--- src/verilog/timer16_pwm_pkg.sv ---
// Constants, register map and carrier types of the 16-bit PWM timer
package timer16_pwm_pkg;
    // Register byte offsets
    localparam logic [7:0] OFF_CTRL = 8'h00;
    localparam logic [7:0] OFF_COUNT = 8'h04;
    localparam logic [7:0] OFF_CMP_A = 8'h08;
    localparam logic [7:0] OFF_CMP_B = 8'h0C;
    localparam logic [7:0] OFF_CAPT = 8'h10;
    localparam logic [7:0] OFF_FLAGS = 8'h14;
    // Most channels the map has room for
    localparam int MAX_CH = 2;
    localparam logic [7:0] OFF_CMP [MAX_CH] = '{OFF_CMP_A, OFF_CMP_B};
    // Flag register bit positions
    localparam int FLG_OVF = 0;
    localparam int FLG_CAPT = 1;
    localparam int FLG_MATCH = 2;
    // Waveform generation modes in scope
    localparam logic [3:0] WGM_PC8 = 4'h1;
    localparam logic [3:0] WGM_PC9 = 4'h2;
    localparam logic [3:0] WGM_PC10 = 4'h3;
    localparam logic [3:0] WGM_FAST8 = 4'h5;
    localparam logic [3:0] WGM_FAST9 = 4'h6;
    localparam logic [3:0] WGM_FAST10 = 4'h7;
    localparam logic [3:0] WGM_PC_CAPT = 4'hA;
    localparam logic [3:0] WGM_PC_CMPA = 4'hB;
    localparam logic [3:0] WGM_FAST_CAPT = 4'hE;
    localparam logic [3:0] WGM_FAST_CMPA = 4'hF;
    // Output modes
    localparam logic [1:0] COM_OFF = 2'h0;
    localparam logic [1:0] COM_TOGGLE = 2'h1;
    localparam logic [1:0] COM_NONINV = 2'h2;
    localparam logic [1:0] COM_INV = 2'h3;
    // Counter values
    localparam logic [15:0] BOTTOM = 16'h0000;
    localparam logic [15:0] MAX = 16'hFFFF;
    localparam logic [15:0] TOP_8 = 16'h00FF;
    localparam logic [15:0] TOP_9 = 16'h01FF;
    localparam logic [15:0] TOP_10 = 16'h03FF;
    localparam logic [15:0] COUNT_STEP = 16'h0001;
    // AXI responses
    localparam logic [1:0] RESP_OKAY = 2'h0;
    localparam logic [1:0] RESP_SLVERR = 2'h2;
    // Control register layout, top bit downward
    localparam int CTRL_W = 10;
    typedef struct packed {
        logic [MAX_CH-1:0] dir;
        logic [MAX_CH-1:0][1:0] out_mode;
        logic [3:0] wave_gen_mode;
    } ctrl_t;
endpackage : timer16_pwm_pkg

--- src/verilog/timer16_pwm.sv ---
// 16-bit timer with fast and phase correct PWM behind an AXI4-Lite slave
//
// Implementation choices: the register addresses and the AXI4-Lite register port.
`timescale 1ns/1ps
module timer16_pwm #(
    parameter int NUM_CH = 2,
    parameter int ADDR_W = 8
) (
    // Clock and synchronous reset
    input wire logic clk,
    input wire logic rst_n,
    // Prescaler clock enable
    input wire logic timer_tick,
    // AXI4-Lite write address and data
    input wire logic [ADDR_W-1:0] awaddr,
    input wire logic awvalid,
    output logic awready,
    input wire logic [31:0] wdata,
    input wire logic [3:0] wstrb,
    input wire logic wvalid,
    output logic wready,
    // AXI4-Lite write response
    output logic [1:0] bresp,
    output logic bvalid,
    input wire logic bready,
    // AXI4-Lite read
    input wire logic [ADDR_W-1:0] araddr,
    input wire logic arvalid,
    output logic arready,
    output logic [31:0] rdata,
    output logic [1:0] rresp,
    output logic rvalid,
    input wire logic rready,
    // Waveform pins
    output logic [NUM_CH-1:0] wave_pin,
    output logic [NUM_CH-1:0] wave_pin_oe_n
);

    // Refuse shapes the map cannot hold, at elaboration rather than at run time
    if (NUM_CH < 1 || NUM_CH > timer16_pwm_pkg::MAX_CH || ADDR_W < 8) begin : g_bad_shape
        $error("timer16_pwm: unsupported NUM_CH or ADDR_W");
    end

    // Merge byte lanes 0 and 1 of a bus write into a 16-bit value
    function automatic logic [15:0] merge16(input logic [15:0] old, input logic [31:0] d,
                                            input logic [3:0] s);
        logic [15:0] v;
        v = old;
        for (int b = 0; b < 2; b++) begin
            if (s[b]) begin
                v[8*b+:8] = d[8*b+:8];
            end
        end
        return v;
    endfunction : merge16

    // Software visible state
    timer16_pwm_pkg::ctrl_t ctrl; // Mode, output modes, pin directions
    logic [15:0] count; // Running count value
    logic up; // Counting direction, phase correct only
    logic [15:0] capt; // Capture value, also a TOP source
    logic ovf_flag; // Overflow flag
    logic capt_flag; // Capture flag
    logic [NUM_CH-1:0] match_vec; // Per channel compare match flags
    logic [NUM_CH-1:0][15:0] cmp_buf_all; // Buffered compare values
    logic [NUM_CH-1:0][15:0] cmp_act_all; // Active compare values

    // Bus write side holding registers
    logic aw_full;
    logic w_full;
    logic [7:0] aw_addr;
    logic [31:0] w_data;
    logic [3:0] w_strb;

    // Mode decode
    wire logic [3:0] mode = ctrl.wave_gen_mode;
    wire logic is_fast = mode == timer16_pwm_pkg::WGM_FAST8 ||
        mode == timer16_pwm_pkg::WGM_FAST9 || mode == timer16_pwm_pkg::WGM_FAST10 ||
        mode == timer16_pwm_pkg::WGM_FAST_CAPT || mode == timer16_pwm_pkg::WGM_FAST_CMPA;
    wire logic is_pc = mode == timer16_pwm_pkg::WGM_PC8 ||
        mode == timer16_pwm_pkg::WGM_PC9 || mode == timer16_pwm_pkg::WGM_PC10 ||
        mode == timer16_pwm_pkg::WGM_PC_CAPT || mode == timer16_pwm_pkg::WGM_PC_CMPA;
    wire logic pwm = is_fast || is_pc;
    wire logic top_capt = mode == timer16_pwm_pkg::WGM_FAST_CAPT ||
        mode == timer16_pwm_pkg::WGM_PC_CAPT;
    wire logic top_cmpa = mode == timer16_pwm_pkg::WGM_FAST_CMPA ||
        mode == timer16_pwm_pkg::WGM_PC_CMPA;
    wire logic top_fixed = pwm && !top_capt && !top_cmpa;

    // Fixed TOP by resolution; outside PWM the counter simply wraps at MAX
    wire logic [15:0] fix_top =
        (mode == timer16_pwm_pkg::WGM_FAST8 || mode == timer16_pwm_pkg::WGM_PC8) ?
            timer16_pwm_pkg::TOP_8 :
        (mode == timer16_pwm_pkg::WGM_FAST9 || mode == timer16_pwm_pkg::WGM_PC9) ?
            timer16_pwm_pkg::TOP_9 :
        (mode == timer16_pwm_pkg::WGM_FAST10 || mode == timer16_pwm_pkg::WGM_PC10) ?
            timer16_pwm_pkg::TOP_10 : timer16_pwm_pkg::MAX;
    // Capture TOP is taken live with no buffer, compare A TOP from the active copy
    wire logic [15:0] top_val = top_capt ? capt :
        top_cmpa ? cmp_act_all[0] : fix_top;
    wire logic at_top = count == top_val;
    wire logic at_bottom = count == timer16_pwm_pkg::BOTTOM;

    // Direction of the step taken this tick; BOTTOM always turns up, TOP down
    wire logic step_up = at_bottom ? 1'b1 : (at_top ? 1'b0 : up);
    // Buffer reload point, TOP in both PWM modes
    wire logic reload = timer_tick && pwm && at_top;

    // Next count: single slope clears after TOP, dual slope turns at both ends.
    // Counting up, a count above a freshly lowered capture TOP runs on through MAX and wraps.
    wire logic [15:0] next_count = is_pc ?
        (step_up ? count + timer16_pwm_pkg::COUNT_STEP :
                   count - timer16_pwm_pkg::COUNT_STEP) :
        ((is_fast && at_top) ? timer16_pwm_pkg::BOTTOM :
                               count + timer16_pwm_pkg::COUNT_STEP);

    // Flag events
    wire logic ovf_set = timer_tick && ((is_fast && at_top) || (is_pc && at_bottom) ||
        (!pwm && count == timer16_pwm_pkg::MAX));
    wire logic capt_set = reload && top_capt;

    // Register write decode
    wire logic do_write = aw_full && w_full && !bvalid;
    wire logic wr_ctrl = do_write && aw_addr == timer16_pwm_pkg::OFF_CTRL;
    wire logic wr_count = do_write && aw_addr == timer16_pwm_pkg::OFF_COUNT;
    wire logic wr_capt = do_write && aw_addr == timer16_pwm_pkg::OFF_CAPT;
    wire logic wr_flags = do_write && aw_addr == timer16_pwm_pkg::OFF_FLAGS && w_strb[0];
    wire logic [NUM_CH+1:0] clr = wr_flags ? w_data[NUM_CH+1:0] : '0;
    wire logic [15:0] ctrl_m = merge16(16'(ctrl), w_data, w_strb);
    logic wr_hit; // Write address maps to a register
    logic [31:0] rd_word; // Read mux result
    logic rd_hit; // Read address maps to a register

    // Hit detection and read mux
    always_comb begin
        wr_hit = aw_addr == timer16_pwm_pkg::OFF_CTRL || aw_addr == timer16_pwm_pkg::OFF_COUNT ||
            aw_addr == timer16_pwm_pkg::OFF_CAPT || aw_addr == timer16_pwm_pkg::OFF_FLAGS;
        rd_hit = 1'b1;
        rd_word = '0;
        unique case (araddr[7:0])
            timer16_pwm_pkg::OFF_CTRL: rd_word = 32'(ctrl);
            timer16_pwm_pkg::OFF_COUNT: rd_word = 32'(count);
            timer16_pwm_pkg::OFF_CAPT: rd_word = 32'(capt);
            timer16_pwm_pkg::OFF_FLAGS: rd_word = 32'({match_vec, capt_flag, ovf_flag});
            default: rd_hit = 1'b0;
        endcase
        // Compare registers read back the buffered value
        for (int i = 0; i < NUM_CH; i++) begin
            if (aw_addr == timer16_pwm_pkg::OFF_CMP[i]) begin
                wr_hit = 1'b1;
            end
            if (araddr[7:0] == timer16_pwm_pkg::OFF_CMP[i]) begin
                rd_hit = 1'b1;
                rd_word = 32'(cmp_buf_all[i]);
            end
        end
    end

    // Next values of the bus handshake state
    wire logic aw_hs = awvalid && awready;
    wire logic w_hs = wvalid && wready;
    wire logic ar_hs = arvalid && arready;
    wire logic next_aw_full = (aw_full || aw_hs) && !do_write;
    wire logic next_w_full = (w_full || w_hs) && !do_write;
    wire logic next_bvalid = do_write || (bvalid && !bready);
    wire logic next_rvalid = ar_hs || (rvalid && !rready);

    // Write channel: address and data land in either order, one write in flight
    always_ff @(posedge clk) begin
        if (!rst_n) begin
            aw_full <= 1'b0;
            w_full <= 1'b0;
            aw_addr <= '0;
            w_data <= '0;
            w_strb <= '0;
            awready <= 1'b0;
            wready <= 1'b0;
            bvalid <= 1'b0;
            bresp <= timer16_pwm_pkg::RESP_OKAY;
        end else begin
            if (aw_hs) begin
                aw_addr <= awaddr[7:0];
            end
            if (w_hs) begin
                w_data <= wdata;
                w_strb <= wstrb;
            end
            // Unmapped or unaligned addresses answer with a slave error
            if (do_write) begin
                bresp <= wr_hit ? timer16_pwm_pkg::RESP_OKAY : timer16_pwm_pkg::RESP_SLVERR;
            end
            aw_full <= next_aw_full;
            w_full <= next_w_full;
            bvalid <= next_bvalid;
            awready <= !next_aw_full && !next_bvalid;
            wready <= !next_w_full && !next_bvalid;
        end
    end

    // Read channel: data one cycle after the address is taken
    always_ff @(posedge clk) begin
        if (!rst_n) begin
            arready <= 1'b0;
            rvalid <= 1'b0;
            rdata <= '0;
            rresp <= timer16_pwm_pkg::RESP_OKAY;
        end else begin
            if (ar_hs) begin
                rdata <= rd_word;
                rresp <= rd_hit ? timer16_pwm_pkg::RESP_OKAY : timer16_pwm_pkg::RESP_SLVERR;
            end
            rvalid <= next_rvalid;
            arready <= !next_rvalid;
        end
    end

    // Control and capture registers; capture writes take effect at once
    always_ff @(posedge clk) begin
        if (!rst_n) begin
            ctrl <= '0;
            capt <= timer16_pwm_pkg::BOTTOM;
        end else begin
            if (wr_ctrl) begin
                ctrl <= timer16_pwm_pkg::ctrl_t'(ctrl_m[timer16_pwm_pkg::CTRL_W-1:0]);
            end
            if (wr_capt) begin
                capt <= merge16(capt, w_data, w_strb);
            end
        end
    end

    // Counter; a software write wins over the tick in the same cycle
    always_ff @(posedge clk) begin
        if (!rst_n) begin
            count <= timer16_pwm_pkg::BOTTOM;
            up <= 1'b1;
        end else if (wr_count) begin
            count <= merge16(count, w_data, w_strb);
        end else if (timer_tick) begin
            count <= next_count;
            up <= is_pc ? step_up : 1'b1;
        end
    end

    // Shared flags; a set in the clearing cycle survives
    always_ff @(posedge clk) begin
        if (!rst_n) begin
            ovf_flag <= 1'b0;
            capt_flag <= 1'b0;
        end else begin
            ovf_flag <= ovf_set || (ovf_flag && !clr[timer16_pwm_pkg::FLG_OVF]);
            capt_flag <= capt_set || (capt_flag && !clr[timer16_pwm_pkg::FLG_CAPT]);
        end
    end

    // Per channel compare, buffer, waveform and pin logic
    for (genvar i = 0; i < NUM_CH; i++) begin : g_ch
        logic [15:0] cmp_buf; // Written by software
        logic [15:0] cmp_act; // Compared against the count
        logic wave; // Generated level
        logic match_flag; // Compare match flag
        wire logic wr = do_write && aw_addr == timer16_pwm_pkg::OFF_CMP[i];
        // Unused upper bits vanish on write when TOP is fixed
        wire logic [15:0] wval = merge16(cmp_buf, w_data, w_strb) &
            (top_fixed ? fix_top : timer16_pwm_pkg::MAX);
        // Count never reaches a compare above TOP, so that channel stays quiet
        wire logic match = count == cmp_act;
        wire logic [1:0] om = ctrl.out_mode[i];
        wire logic inv = om == timer16_pwm_pkg::COM_INV;
        wire logic pol = om == timer16_pwm_pkg::COM_NONINV || inv;
        wire logic tog = om == timer16_pwm_pkg::COM_TOGGLE && i == 0;
        // Fast: in set and clear modes TOP action beats the match, so compare equal TOP holds level; toggle mode toggles on channel A only
        wire logic fast_wave = !pol ? (tog && match ? !wave : wave) :
            at_top ? !inv : (match ? inv : wave);
        // Dual slope: clear rising, set falling; inverted mode swaps
        wire logic pc_wave = (pol && match) ? (step_up ? inv : !inv) : wave;

        // Buffer and active compare; outside PWM writes go straight through
        always_ff @(posedge clk) begin
            if (!rst_n) begin
                cmp_buf <= timer16_pwm_pkg::BOTTOM;
                cmp_act <= timer16_pwm_pkg::BOTTOM;
            end else begin
                if (wr) begin
                    cmp_buf <= wval;
                end
                if (reload) begin
                    cmp_act <= cmp_buf;
                end else if (wr && !pwm) begin
                    cmp_act <= wval;
                end
            end
        end

        // Waveform level, flag and pin driver
        always_ff @(posedge clk) begin
            if (!rst_n) begin
                wave <= 1'b0;
                match_flag <= 1'b0;
                wave_pin[i] <= 1'b0;
                wave_pin_oe_n[i] <= 1'b1;
            end else begin
                if (timer_tick && is_fast) begin
                    wave <= fast_wave;
                end else if (timer_tick && is_pc) begin
                    wave <= pc_wave;
                end
                match_flag <= (timer_tick && pwm && match) ||
                    (match_flag && !clr[timer16_pwm_pkg::FLG_MATCH+i]);
                wave_pin[i] <= wave;
                wave_pin_oe_n[i] <= !(ctrl.dir[i] && om != timer16_pwm_pkg::COM_OFF);
            end
        end

        assign cmp_buf_all[i] = cmp_buf;
        assign cmp_act_all[i] = cmp_act;
        assign match_vec[i] = match_flag;
    end
endmodule : timer16_pwm

--- config.mk ---
export PLATFORM = sky130hd
export DESIGN_NAME = timer16_pwm
export DESIGN_NICKNAME = d
export VERILOG_FILES = /design/src/verilog/timer16_pwm_pkg.sv /design/src/verilog/timer16_pwm.sv
export SDC_FILE = /design/constraint.sdc
export NUM_CORES = 1
export LEC_CHECK = 0
export BUFFER_PORTS_ARGS = -buffer_cell sky130_fd_sc_hd__buf_2
export CELL_PAD_IN_SITES_DETAIL_PLACEMENT = 0
export CELL_PAD_IN_SITES_GLOBAL_PLACEMENT = 1
export CORE_ASPECT_RATIO = 0.6
export CORE_MARGIN = 2
export CORE_UTILIZATION = 47
export DETAILED_ROUTE_END_ITERATION = 8
export PLACE_DENSITY_LB_ADDON = 0.15
export SKIP_LAST_GASP = 1
export SLEW_MARGIN = 40
export SYNTH_ARGS = -nofsm -noshare
export SYNTH_HDL_FRONTEND = slang
export SYNTH_SLANG_ARGS = --single-unit
--- constraint.sdc ---
create_clock -name clk -period 5.3 [get_ports clk]
set_clock_uncertainty 0.05 [all_clocks]
set_input_delay 1.59 -clock clk [delete_from_list [all_inputs] [get_ports clk]]
set_output_delay 1.59 -clock clk [all_outputs]
set_load 0.02 [all_outputs]
* After elaboration in Yosys (flattened, before gate mapping) *
Index checks and enable logic that the tools add are counted.

word-level totals
  flip-flop bits (word level) = 186
  logic and storage cells = 238
  output and inout bits = 45

operators by class
  bitwise operators = 3
  reductions and logical operators = 112
  mux-type cells = 50
  eq/ne operators = 35
  add/subtract/negate cells = 2

operators by type and width
  cell                                                 count
  2-to-1 mux 16 bit                                    15
  2-to-1 mux 32 bit                                    2
  one-hot mux 16 bit (4 select lines)                  1
  == test 16 bit                                       3
  2-to-1 mux 8 bit                                     6
  logical AND 1 bit                                    42
  AND 16 bit                                           2
  == test 8 x 4 -> 1 bit (second input constant)       4
  == test 8 x 5 -> 1 bit (second input constant)       4
  logical OR 1 bit                                     29
  2-to-1 mux 1 bit                                     23
  logical NOT 1 bit                                    20
  adder 16 x 1 -> 16 bit (second input constant)       1
  == test 16 bit (second input constant)               1
  == test 4 bit (second input constant)                4
  == test 8 x 3 -> 1 bit (second input constant)       2
  logical NOT 16 bit                                   1
  logical NOT 8 bit                                    2
  nonzero test 2 bit                                   8
  subtractor 16 x 1 -> 16 bit (second input constant)  1
  AND reduction 2 bit                                  7
  == test 4 x 3 -> 1 bit (second input constant)       3
  == test 2 bit (second input constant)                4
  == test 4 x 2 -> 1 bit (second input constant)       2
  10 further kinds                                     15

* Longest topological paths before layout *
Gate-level depths: netlist of run 1.

  depth after elaboration = 14
  mapped depth = 13

* Worst setup path after synthesis of run 1 *
Ideal clock, no wire load.

  path kind = input-to-reg
  start = input araddr[7]
  end = register rdata[7]
  buffers on the path = 1
  setup slack = 1.883 ns
  stages on the path = 8
  required time = 5.185 ns
  setup time = 0.065 ns
  arrival time = 3.302 ns
  path through = nor4_1 > nand3_1 > nor3b_1 > clkbuf_1 > a222oi_1 > a211oi_1 > a21oi_1 > nor2_1

on the way
  cells in the longest elaborated chain, start to end = 4
  elaborated cells on any way between the ends = 9

ends and longest elaborated chain
  element                                         RTL line            source
  start, declared                                 timer16_pwm.sv:27   input wire logic [ADDR_W-1:0] araddr,
  == test 8 x 5 -> 1 bit (tied with other cells)  timer16_pwm.sv:140  unique case (araddr[7:0])
  one-hot mux 16 bit (4 select lines)             timer16_pwm.sv:140
  2-to-1 mux 32 bit                               timer16_pwm.sv:152  if (araddr[7:0] == timer16_pwm_pkg::OFF_CMP[i]) begin
  2-to-1 mux 32 bit (*)                           timer16_pwm.sv:152
  end signal, assigned                            timer16_pwm.sv:209  rdata <= rd_word;
  end, declared                                   timer16_pwm.sv:30   output logic [31:0] rdata,

Every way passes the cells marked *; elsewhere a longest branch is shown, timed or not.
A chain may end at the register's enable or synchronous reset.

* Final worst setup path of run 1 *
  start = register ctrl, in the netlist mode[0]
  end = register count[14]

on the way
  cells in the longest elaborated chain, start to end = 14
  elaborated cells on any way between the ends = 37

ends and longest elaborated chain
  element                                                           RTL line                                                 source
  start, declared                                                   timer16_pwm.sv:58                                        timer16_pwm_pkg::ctrl_t ctrl;
  start signal, assigned                                            timer16_pwm.sv:224                                       ctrl <= timer16_pwm_pkg::ctrl_t'(ctrl_m[timer16_pwm_pkg::CTRL_W-1:0]);
  == test 4 x 3 -> 1 bit or == test 4 x 2 -> 1 bit (tied branches)  timer16_pwm.sv:78, timer16_pwm.sv:96, timer16_pwm.sv:81
  logical OR 1 bit                                                  timer16_pwm.sv:96                                        (mode == timer16_pwm_pkg::WGM_FAST10 || mode == timer16_pwm_pkg::WGM_PC10) ?
  2-to-1 mux 16 bit                                                 timer16_pwm.sv:96
  2-to-1 mux 16 bit                                                 timer16_pwm.sv:94                                        (mode == timer16_pwm_pkg::WGM_FAST9 || mode == timer16_pwm_pkg::WGM_PC9) ?
  2-to-1 mux 16 bit                                                 timer16_pwm.sv:92                                        (mode == timer16_pwm_pkg::WGM_FAST8 || mode == timer16_pwm_pkg::WGM_PC8) ?
  2-to-1 mux 16 bit                                                 timer16_pwm.sv:100                                       top_cmpa ? cmp_act_all[0] : fix_top;
  2-to-1 mux 16 bit                                                 timer16_pwm.sv:99                                        wire logic [15:0] top_val = top_capt ? capt :
  == test 16 bit                                                    timer16_pwm.sv:101                                       wire logic at_top = count == top_val;
  2-to-1 mux 1 bit (2 in a row)                                     timer16_pwm.sv:105                                       wire logic step_up = at_bottom ? 1'b1 : (at_top ? 1'b0 : up);
  2-to-1 mux 16 bit                                                 timer16_pwm.sv:112                                       (step_up ? count + timer16_pwm_pkg::COUNT_STEP :
  2-to-1 mux 16 bit (*)                                             timer16_pwm.sv:111                                       wire logic [15:0] next_count = is_pc ?
  2-to-1 mux 16 bit (*)                                             timer16_pwm.sv:239                                       end else if (timer_tick) begin
  2-to-1 mux 16 bit (*)                                             timer16_pwm.sv:237                                       end else if (wr_count) begin
  end signal, assigned                                              timer16_pwm.sv:235                                       count <= timer16_pwm_pkg::BOTTOM;
  end signal, assigned                                              timer16_pwm.sv:238                                       count <= merge16(count, w_data, w_strb);
  end signal, assigned                                              timer16_pwm.sv:240                                       count <= next_count;
  end, declared                                                     timer16_pwm.sv:59                                        logic [15:0] count;

Every way passes the cells marked *; elsewhere a longest branch is shown, timed or not. The select of a mux whose other input is x is not followed.

==> impl_metrics.env, run 1 <==
export IMPL_slew_viol_final=0
export IMPL_status="finished, final reports clean"
export IMPL_cts_root_buf="clkbuf_16"
export IMPL_hold_class="flip-flop to flip-flop"
export IMPL_antenna_found_initial=0
export IMPL_finalSetupTns_ps=0
export IMPL_ys_types=83
export IMPL_async_reset_ff_share_pct=0
export IMPL_path_class="flip-flop to flip-flop"
export IMPL_via_count=9571
export IMPL_hold_start="rdata[10]$_SDFFE_PN0P_"
export IMPL_cp_num_cells=9
export IMPL_grt_overflow_total=0
export IMPL_crit_path_start_kind="flip-flop"
export IMPL_htree_levels=4
export IMPL_drc_errors=0
export IMPL_synth_area_top_cells="dfxtp_1 (35%), nand2_1 (10%), a21oi_1 (8.3%)"
export IMPL_holdBufCountCts=0
export IMPL_met2_length_um=12800
export IMPL_dp_hpwl_um=24600
export IMPL_maxCapViolCount=0
export IMPL_via_per_inst=6.15
export IMPL_cp_data_required_time_ps=5580
export IMPL_wl_per_cell_um=21.6
export IMPL_io_pin_count=105
export IMPL_synth_flop_cell="dfxtp_1"
export IMPL_syn_inst=1263
export IMPL_power_share_sequential_pct=47.4
export IMPL_worstMarginPinSlew_ps=918
export IMPL_critical_path_max_stage_delay_ps=690
export IMPL_firstDrtPassIters=6
export IMPL_path_cells="buf_4 -> mux2_2 -> a221o_1 -> a22oi_2 -> nor3b_4 -> a41oi_4 -> or4_4 -> o21a_1 -> o311ai_1"
export IMPL_cts_resized=0
export IMPL_n_fill_cell=2034
export IMPL_ant_nets=0
export IMPL_coreArea_um2=19900
export IMPL_yosysSeqAreaShare_pct=35.3
export IMPL_power_frac_clock_pct=44.9
export IMPL_num_rows=40
export IMPL_grtUsageTotal_pct=31.8
export IMPL_drt_initial_drc_count=1130
export IMPL_synth_edff_count=0
export IMPL_num_nets_final=1334
export IMPL_p_total_mw=2.80
export IMPL_reg2reg_depth=9
export IMPL_cts_sinks=168
export IMPL_cts_tree="yes"
export IMPL_power_leakage_nw=3.57
export IMPL_relSlewSlack_pct=38.3
export IMPL_critPathCaptureType="flip-flop"
export IMPL_whs_ps=403
export IMPL_grt_pass1_wl_um=51600
export IMPL_synth_most_common_cell="nand2_1"
export IMPL_synth_top_area_share_pct=35.3
export IMPL_grt_pass1_vias=8695
export IMPL_worst_path_dominant_cell_family="compound AO/OA/AOI/OAI gates"
export IMPL_clock_path_buffers=2
export IMPL_drive_above_1_share_pct=12.0
export IMPL_antennaDiodeCount=0
export IMPL_yosysTopAreaCell="dfxtp_1"
export IMPL_cts_reportedPaths_clkPinSlew_ps=70
export IMPL_start_util_pct=47.8
export IMPL_top_layer_used="met4"
export IMPL_io_buffer_count=68
export IMPL_p_sw_share_pct=26.5
export IMPL_clk_latency_ps=450
export IMPL_rsz0062_at_grt="false"
export IMPL_cp_arrival_ps=4180
export IMPL_wl_met1_um=16000
export IMPL_area_growth_pct=10.0
export IMPL_synth_avg_cell_area_um2=7.54
export IMPL_p_sw_mw=0.743
export IMPL_irDropWorstVdd_mv=0.222
export IMPL_finalCritPeriodShare_pct=73.4
export IMPL_finalHoldViolations=0
export IMPL_p_per_area_nw_per_um2=268
export IMPL_cts_buffers=17
export IMPL_finalCriticalPeriod_ps=3890
export IMPL_crit_fanout=20
export IMPL_critPathSlowestCell="dfxtp_1"
export IMPL_die_w_um=188
export IMPL_yosys_warnings=0
export IMPL_die_area_um2=21400
export IMPL_gp_congestion=0.932
export IMPL_ys_ff_latch=168
export IMPL_r2r_start="mode[0]$_SDFFE_PN0P_"
export IMPL_ys_top_cells_by_count="nand2_1 (257), dfxtp_1 (168), a21oi_1 (158)"
export IMPL_min_path_cells=2
export IMPL_p_int_mw=2.06
export IMPL_fmax_ghz=0.257
export IMPL_combPwrFrac_pct=7.7
export IMPL_critPathLaunch="mode[0]$_SDFFE_PN0P_"
export IMPL_die_y_um=114
export IMPL_grt_max_degree=59
export IMPL_finalSetupViolCount=0
export IMPL_wl_met3_um=4280
export IMPL_routed_wirelength_um=33500
export IMPL_postCtsSetupBuffers=0
export IMPL_synth_cell_area_um2=9520
export IMPL_cp_buffers_inverters=1
[cells in the final DEF (no fill, tap or decap), types with 22 or more instances in the layout]
master | Yosys | layout
nand4_1 | 24 | 24
a22oi_1 | 27 | 27
buf_2 | 10 | 68
nand3_1 | 40 | 40
dfxtp_1 | 168 | 168
xnor2_1 | 36 | 36
nor2_1 | 71 | 66
o21ai_0 | 42 | 42
inv_1 | 22 | 22
nand2b_1 | 22 | 22
nor3_1 | 35 | 33
a21oi_1 | 158 | 158
nand2_1 | 257 | 256
[cells by family (layout without fill, tap and decap cells)]
kind of cell               after synthesis  after routing  synth area share [%]
xor gates and xnor gates                41             41                  3.77
DFF                                    168            168                  35.3
buffers and inverters                  135            138                  6.55
other                                    1             18                0.0394
muxes                                   27             27                  3.35
adders and majority gates                3              3                 0.394
AOI/OAI and AO/OA                      346            346                  23.1
and+or+nand+nor                        542            542                  27.5
[power groups by stage]
stage          clock network, mW  logic (mW)  registers (mW)
2_1_floorplan                  0       0.166            1.33
3_3_place_gp                   0       0.209            1.35
3_5_place_dp                   0       0.210            1.35
4_1_cts                     1.27       0.211            1.32
5_1_grt                     1.34       0.236            1.33
6_report                    1.26       0.216            1.33
[state kept, by name, summed over array words and instances (netlist names), 4 cells and up]
| register | count |
|---|---|
| aw_addr | 8 |
| capt | 16 |
| count | 16 |
| g_ch.cmp_act | 32 |
| g_ch.cmp_buf | 32 |
| g_ch.om | 4 |
| mode | 4 |
| rdata | 16 |
| w_data | 16 |
[metal layers]
layer / track usage [%] / vias to the layer above
met5: 0 / -
met4: 7.66 / 0
met3: 12.1 / 43
met2: 41.7 / 473
met1: 47.8 / 4546
li1: - / 4509
[worst reg2reg max path, stage by stage, from the launching register on]
cell and delay, ps:
dfxtp_1 690, buf_4 330, mux2_2 370, a221o_1 310
a22oi_2 260, nor3b_4 330, a41oi_4 350, or4_4 630
o21a_1 190, o311ai_1 270
[path summary, 6_finish.rpt]
path	end	slack (ps)
worst min register to register	rdata[10]$_SDFFE_PN0P_	400
worst max register to register	count[14]$_SDFFE_PN0P_	1410
worst max-delay path	count[14]$_SDFFE_PN0P_	1410
worst min-delay path	rdata[10]$_SDFFE_PN0P_	400
[through the flow]
stage | utilization (%) | instances | setup WS, ps | area, um2
after floorplan | - | 1280 | 1880 | 9580
after global placement | 49.5 | 1525 | 1260 | 9850
after detailed placement | 49.6 | 1525 | 1240 | 9880
after CTS | 52.5 | 1556 | 1520 | 10500
after global routing | 52.6 | 1556 | 1290 | 10500
final | 52.6 | 1556 | 1410 | 10500
[layout make-up]
type / instances / area [um2] / area share, %
Clock buffer: 19 / 443 / 4.23
Inverter: 23 / 88.8 / 0.848
Sequential cell: 168 / 3360 / 32.1
Multi-Input combinational cell: 977 / 5630 / 53.8
Tap cell: 273 / 342 / 3.26
Timing Repair Buffer: 84 / 460 / 4.40
Clock inverter: 12 / 141 / 1.35
Power figures use the tool's default switching activity.
==> inputs of run 2 (changes only) <==
--- a/config.mk
+++ b/config.mk
@@ -10,7 +10,7 @@
 export CELL_PAD_IN_SITES_GLOBAL_PLACEMENT = 1
 export CORE_ASPECT_RATIO = 0.6
 export CORE_MARGIN = 2
-export CORE_UTILIZATION = 47
+export CORE_UTILIZATION = 44
 export DETAILED_ROUTE_END_ITERATION = 8
 export PLACE_DENSITY_LB_ADDON = 0.15
 export SKIP_LAST_GASP = 1
==> constraint.sdc (replaced) <==
create_clock -name clk -period 3.85 [get_ports clk]
set_clock_uncertainty 0.05 [all_clocks]
set_input_delay 1.155 -clock clk [delete_from_list [all_inputs] [get_ports clk]]
set_output_delay 1.155 -clock clk [all_outputs]
set_load 0.02 [all_outputs]
==> run 2 against run 1 <==
- routed wire length up 2.6%
- combinational power up 44%
- register-to-register slack worse by 1100 ps
- first-iteration DRC count up 14%
- critical path depth unchanged
- non-clock buffer count up 23
- sequential share of layout area down 0.50 points
- fmax up 10%
- largest power group unchanged
- worst hold slack worse by 3.2 ps
- sequential cell count unchanged
- final area up 1.6%
- global-route usage down 2.2 points
==> impl_metrics.env, run 2 (synthesis gave the netlist of run 1 again) <==
export IMPL_p_total_mw=3.85
export IMPL_grt_pass1_vias=8348
export IMPL_clock_path_buffers=2
export IMPL_antenna_found_initial=1
export IMPL_min_path_cells=2
export IMPL_p_per_area_nw_per_um2=362
export IMPL_num_nets_final=1357
export IMPL_grt_max_degree=114
export IMPL_io_buffer_count=68
export IMPL_relSlewSlack_pct=48.9
export IMPL_die_y_um=118
export IMPL_die_area_um2=22900
export IMPL_cts_reportedPaths_clkPinSlew_ps=70
export IMPL_firstDrtPassIters=6
export IMPL_final_common_cell="nand2_1"
export IMPL_holdBufCountCts=0
export IMPL_dp_hpwl_um=25400
export IMPL_htree_levels=4
export IMPL_final_cell_mix="nand2_1 (256), dfxtp_1 (167), a21oi_1 (158)"
export IMPL_ant_nets=0
export IMPL_cts_tree="yes"
export IMPL_finalSetupTns_ps=0
export IMPL_design_area_um2=10600
export IMPL_worstMarginPinSlew_ps=760
export IMPL_gp_congestion=0.939
export IMPL_grt_pass1_wl_um=51600
export IMPL_setup_ws_ps=317
export IMPL_start_util_pct=45.0
export IMPL_postPlaceCellArea_um2=10100
export IMPL_io_pin_count=105
export IMPL_finalSetupViolCount=0
export IMPL_crit_path_start_kind="flip-flop"
export IMPL_die_w_um=194
export IMPL_rrSetupSlack_ps=320
export IMPL_reg2reg_depth=9
export IMPL_clk_latency_ps=440
export IMPL_hold_class="flip-flop to flip-flop"
export IMPL_finalCritPeriodShare_pct=91.8
export IMPL_maxCapViolCount=0
export IMPL_status="finished, final reports clean"
export IMPL_rsz0062_at_grt="false"
export IMPL_power_leakage_nw=3.68
export IMPL_drive_above_1_share_pct=13.4
export IMPL_finalCriticalPeriod_ps=3530
export IMPL_grt_overflow_total=0
export IMPL_cts_buffers=17
export IMPL_crit_fanout=16
export IMPL_drc_errors=0
export IMPL_coreArea_um2=21100
export IMPL_top_regs="g_ch.cmp_act x32, g_ch.cmp_buf x32"
export IMPL_routed_wirelength_um=34400
export IMPL_fmax_ghz=0.283
export IMPL_path_class="flip-flop to flip-flop"
export IMPL_cp_arrival_ps=3810
export IMPL_postCtsSetupBuffers=0
export IMPL_via_count=9577
export IMPL_via_per_inst=6.03
export IMPL_num_rows=41
export IMPL_cts_root_buf="clkbuf_16"
export IMPL_irDropWorstVdd_mv=0.410
export IMPL_place_worst_setup_slack_ps=435
export IMPL_slew_viol_final=0
export IMPL_finalHoldViolations=0
export IMPL_critPathCaptureType="flip-flop"
export IMPL_grtUsageTotal_pct=29.6
export IMPL_drt_initial_drc_count=1289
export IMPL_cts_resized=0
export IMPL_area_growth_pct=11.8
export IMPL_wl_per_cell_um=21.7
export IMPL_cp_data_required_time_ps=4120
export IMPL_cts_sinks=168
run 2: layout make-up:
class | instances | area [um2]
multi-input cells | 977 | 5610
repair buffers | 107 | 646
well taps | 279 | 349
fillers | 2112 | 10500
inverters | 23 | 88.8
diodes | 1 | 2.50
flip-flops and latches | 168 | 3360
clock inverters | 13 | 136
clock buffers | 19 | 443
run 2: power breakdown:
part	leakage (nW)	switching, mW	internal, mW
sequential	1.36	0.0574	1.76
combinational	2.04	0.214	0.0972
clock	0.280	0.789	0.929
total	3.68	1.06	2.79
run 2: path summary, 6_finish.rpt:
path / from / end
setup / recovery: mode[1]$_SDFFE_PN0P_ / count[11]$_SDFFE_PN0P_
hold / removal: rdata[10]$_SDFFE_PN0P_ / rdata[10]$_SDFFE_PN0P_
setup reg to reg: mode[1]$_SDFFE_PN0P_ / count[11]$_SDFFE_PN0P_
hold reg to reg: rdata[10]$_SDFFE_PN0P_ / rdata[10]$_SDFFE_PN0P_
run 2: stage by stage:
stage | util (%) | hold WS (ps) | instances
floorplan | - | 347 | 1280
global placement | 47.5 | 387 | 1554
detailed placement | 47.6 | 395 | 1554
CTS | 50.3 | 403 | 1586
global route | 50.3 | 426 | 1586
finish | 50.3 | 400 | 1587
run 2: per-layer routing:
layer	up-vias	share of wire [%]	GRT usage [%]
li1	4544	-	-
met5	-	0	0
met1	4493	48	46.5
met4	0	1.2	6.87
met3	30	12	9.26
met2	510	38	38.0
run 2: worst max-delay path: stages, from the launching register on:
cell and delay (ps):
dfxtp_1 770, nand2_1 310, or3_1 410, a22oi_1 340, and2_1 250, a41oi_2 210
buf_4 230, or4_1 550, a211oi_1 230, nor3b_1 70
==> inputs of run 3 (changes only) <==
--- a/config.mk
+++ b/config.mk
@@ -6,11 +6,9 @@
 export NUM_CORES = 1
 export LEC_CHECK = 0
 export BUFFER_PORTS_ARGS = -buffer_cell sky130_fd_sc_hd__buf_2
-export CELL_PAD_IN_SITES_DETAIL_PLACEMENT = 0
-export CELL_PAD_IN_SITES_GLOBAL_PLACEMENT = 1
 export CORE_ASPECT_RATIO = 0.6
 export CORE_MARGIN = 2
-export CORE_UTILIZATION = 44
+export CORE_UTILIZATION = 59
 export DETAILED_ROUTE_END_ITERATION = 8
 export PLACE_DENSITY_LB_ADDON = 0.15
 export SKIP_LAST_GASP = 1
==> run 3 against run 2 <==
- sequential share of layout area is 0.31 points higher
- via count is 1.9% higher
- non-clock buffer count increased by 1
- register-to-register slack worse by 150 ps
- power shrank 0.24%
- count of clock-buffer cells in the layout decreased by 2
- final area down 0.98%
- worst hold slack gained 1.6 ps
- sequential cell count is the same
- fmax down 4.1%
==> impl_metrics.env, run 3 (synthesis gave the netlist of run 1 again) <==
export IMPL_status="finished, final reports clean"
export IMPL_hold_end="rdata[12]$_SDFFE_PN0P_"
export IMPL_combPwrFrac_pct=8.1
export IMPL_cp_data_required_time_ps=4070
export IMPL_cts_root_buf="clkbuf_16"
export IMPL_die_area_um2=17200
export IMPL_p_sw_share_pct=29.0
export IMPL_cts_tree="yes"
export IMPL_io_buffer_count=68
export IMPL_critPathCaptureType="flip-flop"
export IMPL_cts_resized=0
export IMPL_r2r_end="g_ch[1].cmp_act[8]$_SDFFE_PN0P_"
export IMPL_io_pin_count=105
export IMPL_slew_viol_final=0
export IMPL_cp_arrival_ps=3910
export IMPL_cts_buffers=17
export IMPL_drc_errors=0
export IMPL_p_per_area_nw_per_um2=365
export IMPL_r2r_start="mode[0]$_SDFFE_PN0P_"
export IMPL_irDropWorstVdd_mv=0.276
export IMPL_die_w_um=168
export IMPL_final_cell_mix="nand2_1 (256), dfxtp_1 (167), a21oi_1 (158)"
export IMPL_critical_path_max_stage_delay_ps=870
export IMPL_die_y_um=102
export IMPL_dp_hpwl_um=23600
export IMPL_holdBufCountCts=0
export IMPL_gp_congestion=0.986
export IMPL_ant_nets=0
export IMPL_whs_ps=401
export IMPL_finalHoldViolations=0
export IMPL_maxCapViolCount=0
export IMPL_final_common_cell="nand2_1"
export IMPL_rrSetupSlack_ps=170
export IMPL_crit_path_start_kind="flip-flop"
export IMPL_grtUsageTotal_pct=38.4
export IMPL_power_frac_clock_pct=44.6
export IMPL_firstDrtPassIters=7
export IMPL_finalSetupViolCount=0
export IMPL_htree_levels=4
export IMPL_worstMarginPinSlew_ps=839
export IMPL_via_per_inst=6.46
export IMPL_relSlewSlack_pct=44.0
export IMPL_p_sw_mw=1.11
export IMPL_reg2reg_depth=9
export IMPL_coreArea_um2=15500
export IMPL_path_class="flip-flop to flip-flop"
export IMPL_finalCritPeriodShare_pct=95.7
export IMPL_cts_sinks=168
export IMPL_routed_wirelength_um=32500
export IMPL_crit_fanout=17
export IMPL_num_rows=35
export IMPL_finalCriticalPeriod_ps=3680
export IMPL_finalSetupTns_ps=0
export IMPL_postPlaceCellArea_um2=9950
export IMPL_via_count=9757
export IMPL_top_regs="g_ch.cmp_act x32, g_ch.cmp_buf x32"
export IMPL_grt_overflow_total=0
export IMPL_num_nets_final=1358
export IMPL_hold_start="rdata[12]$_SDFFE_PN0P_"
export IMPL_rsz0062_at_grt="false"
export IMPL_cp_buffers_inverters=1
export IMPL_antenna_found_initial=0
export IMPL_critPathSlowestCell="dfxtp_1"
export IMPL_power_leakage_nw=3.68
export IMPL_hold_class="flip-flop to flip-flop"
export IMPL_power_share_sequential_pct=47.3
export IMPL_p_int_mw=2.73
export IMPL_start_util_pct=61.2
export IMPL_design_area_um2=10500
export IMPL_wl_per_cell_um=21.5
export IMPL_drive_above_1_share_pct=13.5
export IMPL_fmax_ghz=0.271
export IMPL_grt_pass1_wl_um=50000
export IMPL_grt_max_degree=64
export IMPL_antennaDiodeCount=0
export IMPL_clk_latency_ps=430
export IMPL_grt_pass1_vias=8721
export IMPL_clock_path_buffers=2
export IMPL_worst_path_dominant_cell_family="simple AND/OR/NAND/NOR gates"
export IMPL_drt_initial_drc_count=1524
export IMPL_cts_reportedPaths_clkPinSlew_ps=70
export IMPL_path_cells="mux2_2 -> a221o_1 -> a22oi_2 -> nor3b_4 -> nand4_1 -> or2_0 -> buf_4 -> nand3_1 -> a31oi_1"
export IMPL_min_path_cells=2
export IMPL_postCtsSetupBuffers=0
export IMPL_area_growth_pct=10.7
[run 3: power by group through the flow]
stage,sequential (mW),clock [mW],combinational [mW]
6_report,1.82,1.71,0.309
5_1_grt,1.82,1.78,0.336
4_1_cts,1.81,1.71,0.300
3_5_place_dp,1.85,0,0.298
3_3_place_gp,1.85,0,0.296
2_1_floorplan,1.82,0,0.229
[run 3: tightest hold or removal path, cell delays in order (launching register included)]
cell,delay (ps)
dfxtp_1,310
nand2_1,50
a21oi_1,50
[run 3: worst max-delay path by stage]
stage | cells after the start | start | slack [ps] | to
2_1_floorplan | 8 | araddr[7] | 870 | rdata[7]$_SDFFE_PN0P_
3_3_place_gp | 9 | mode[0]$_SDFFE_PN0P_ | 400 | count[11]$_SDFFE_PN0P_
3_5_place_dp | 9 | mode[0]$_SDFFE_PN0P_ | 350 | count[11]$_SDFFE_PN0P_
4_1_cts | 9 | mode[0]$_SDFFE_PN0P_ | 320 | count[11]$_SDFFE_PN0P_
5_1_grt | 9 | mode[0]$_SDFFE_PN0P_ | 80 | g_ch[1].cmp_act[8]$_SDFFE_PN0P_
6_report | 9 | mode[0]$_SDFFE_PN0P_ | 170 | g_ch[1].cmp_act[8]$_SDFFE_PN0P_
[run 3: per-layer routing]
metal / track usage (%) / part of all wire [%] / vias to the layer above
met3: 17.1 / 16 / 52
met5: 0 / 0 / -
met1: 53.5 / 43 / 4481
met4: 9.16 / 1.6 / 0
met2: 54.2 / 40 / 668
li1: - / - / 4556
[run 3: final cells by class]
| class | count | area, um2 |
|---|---|---|
| flip-flops and latches | 168 | 3360 |
| multi-input cells | 977 | 5610 |
| fillers | 1375 | 5010 |
| inverters | 23 | 88.8 |
| well taps | 203 | 254 |
| clock inverters | 15 | 158 |
| clock buffers | 17 | 425 |
| repair buffers | 108 | 641 |
[run 3: through the flow]
stage                     worst slack (ps)  cells  power, mW  util, %
after global routing                  82.8   1511       3.93     67.8
after CTS                              319   1511       3.83     67.8
final                                  165   1511       3.84     67.8
after floorplan                        868   1280       2.05        -
after detailed placement               347   1479       2.15     64.0
after global placement                 396   1479       2.15     64.0
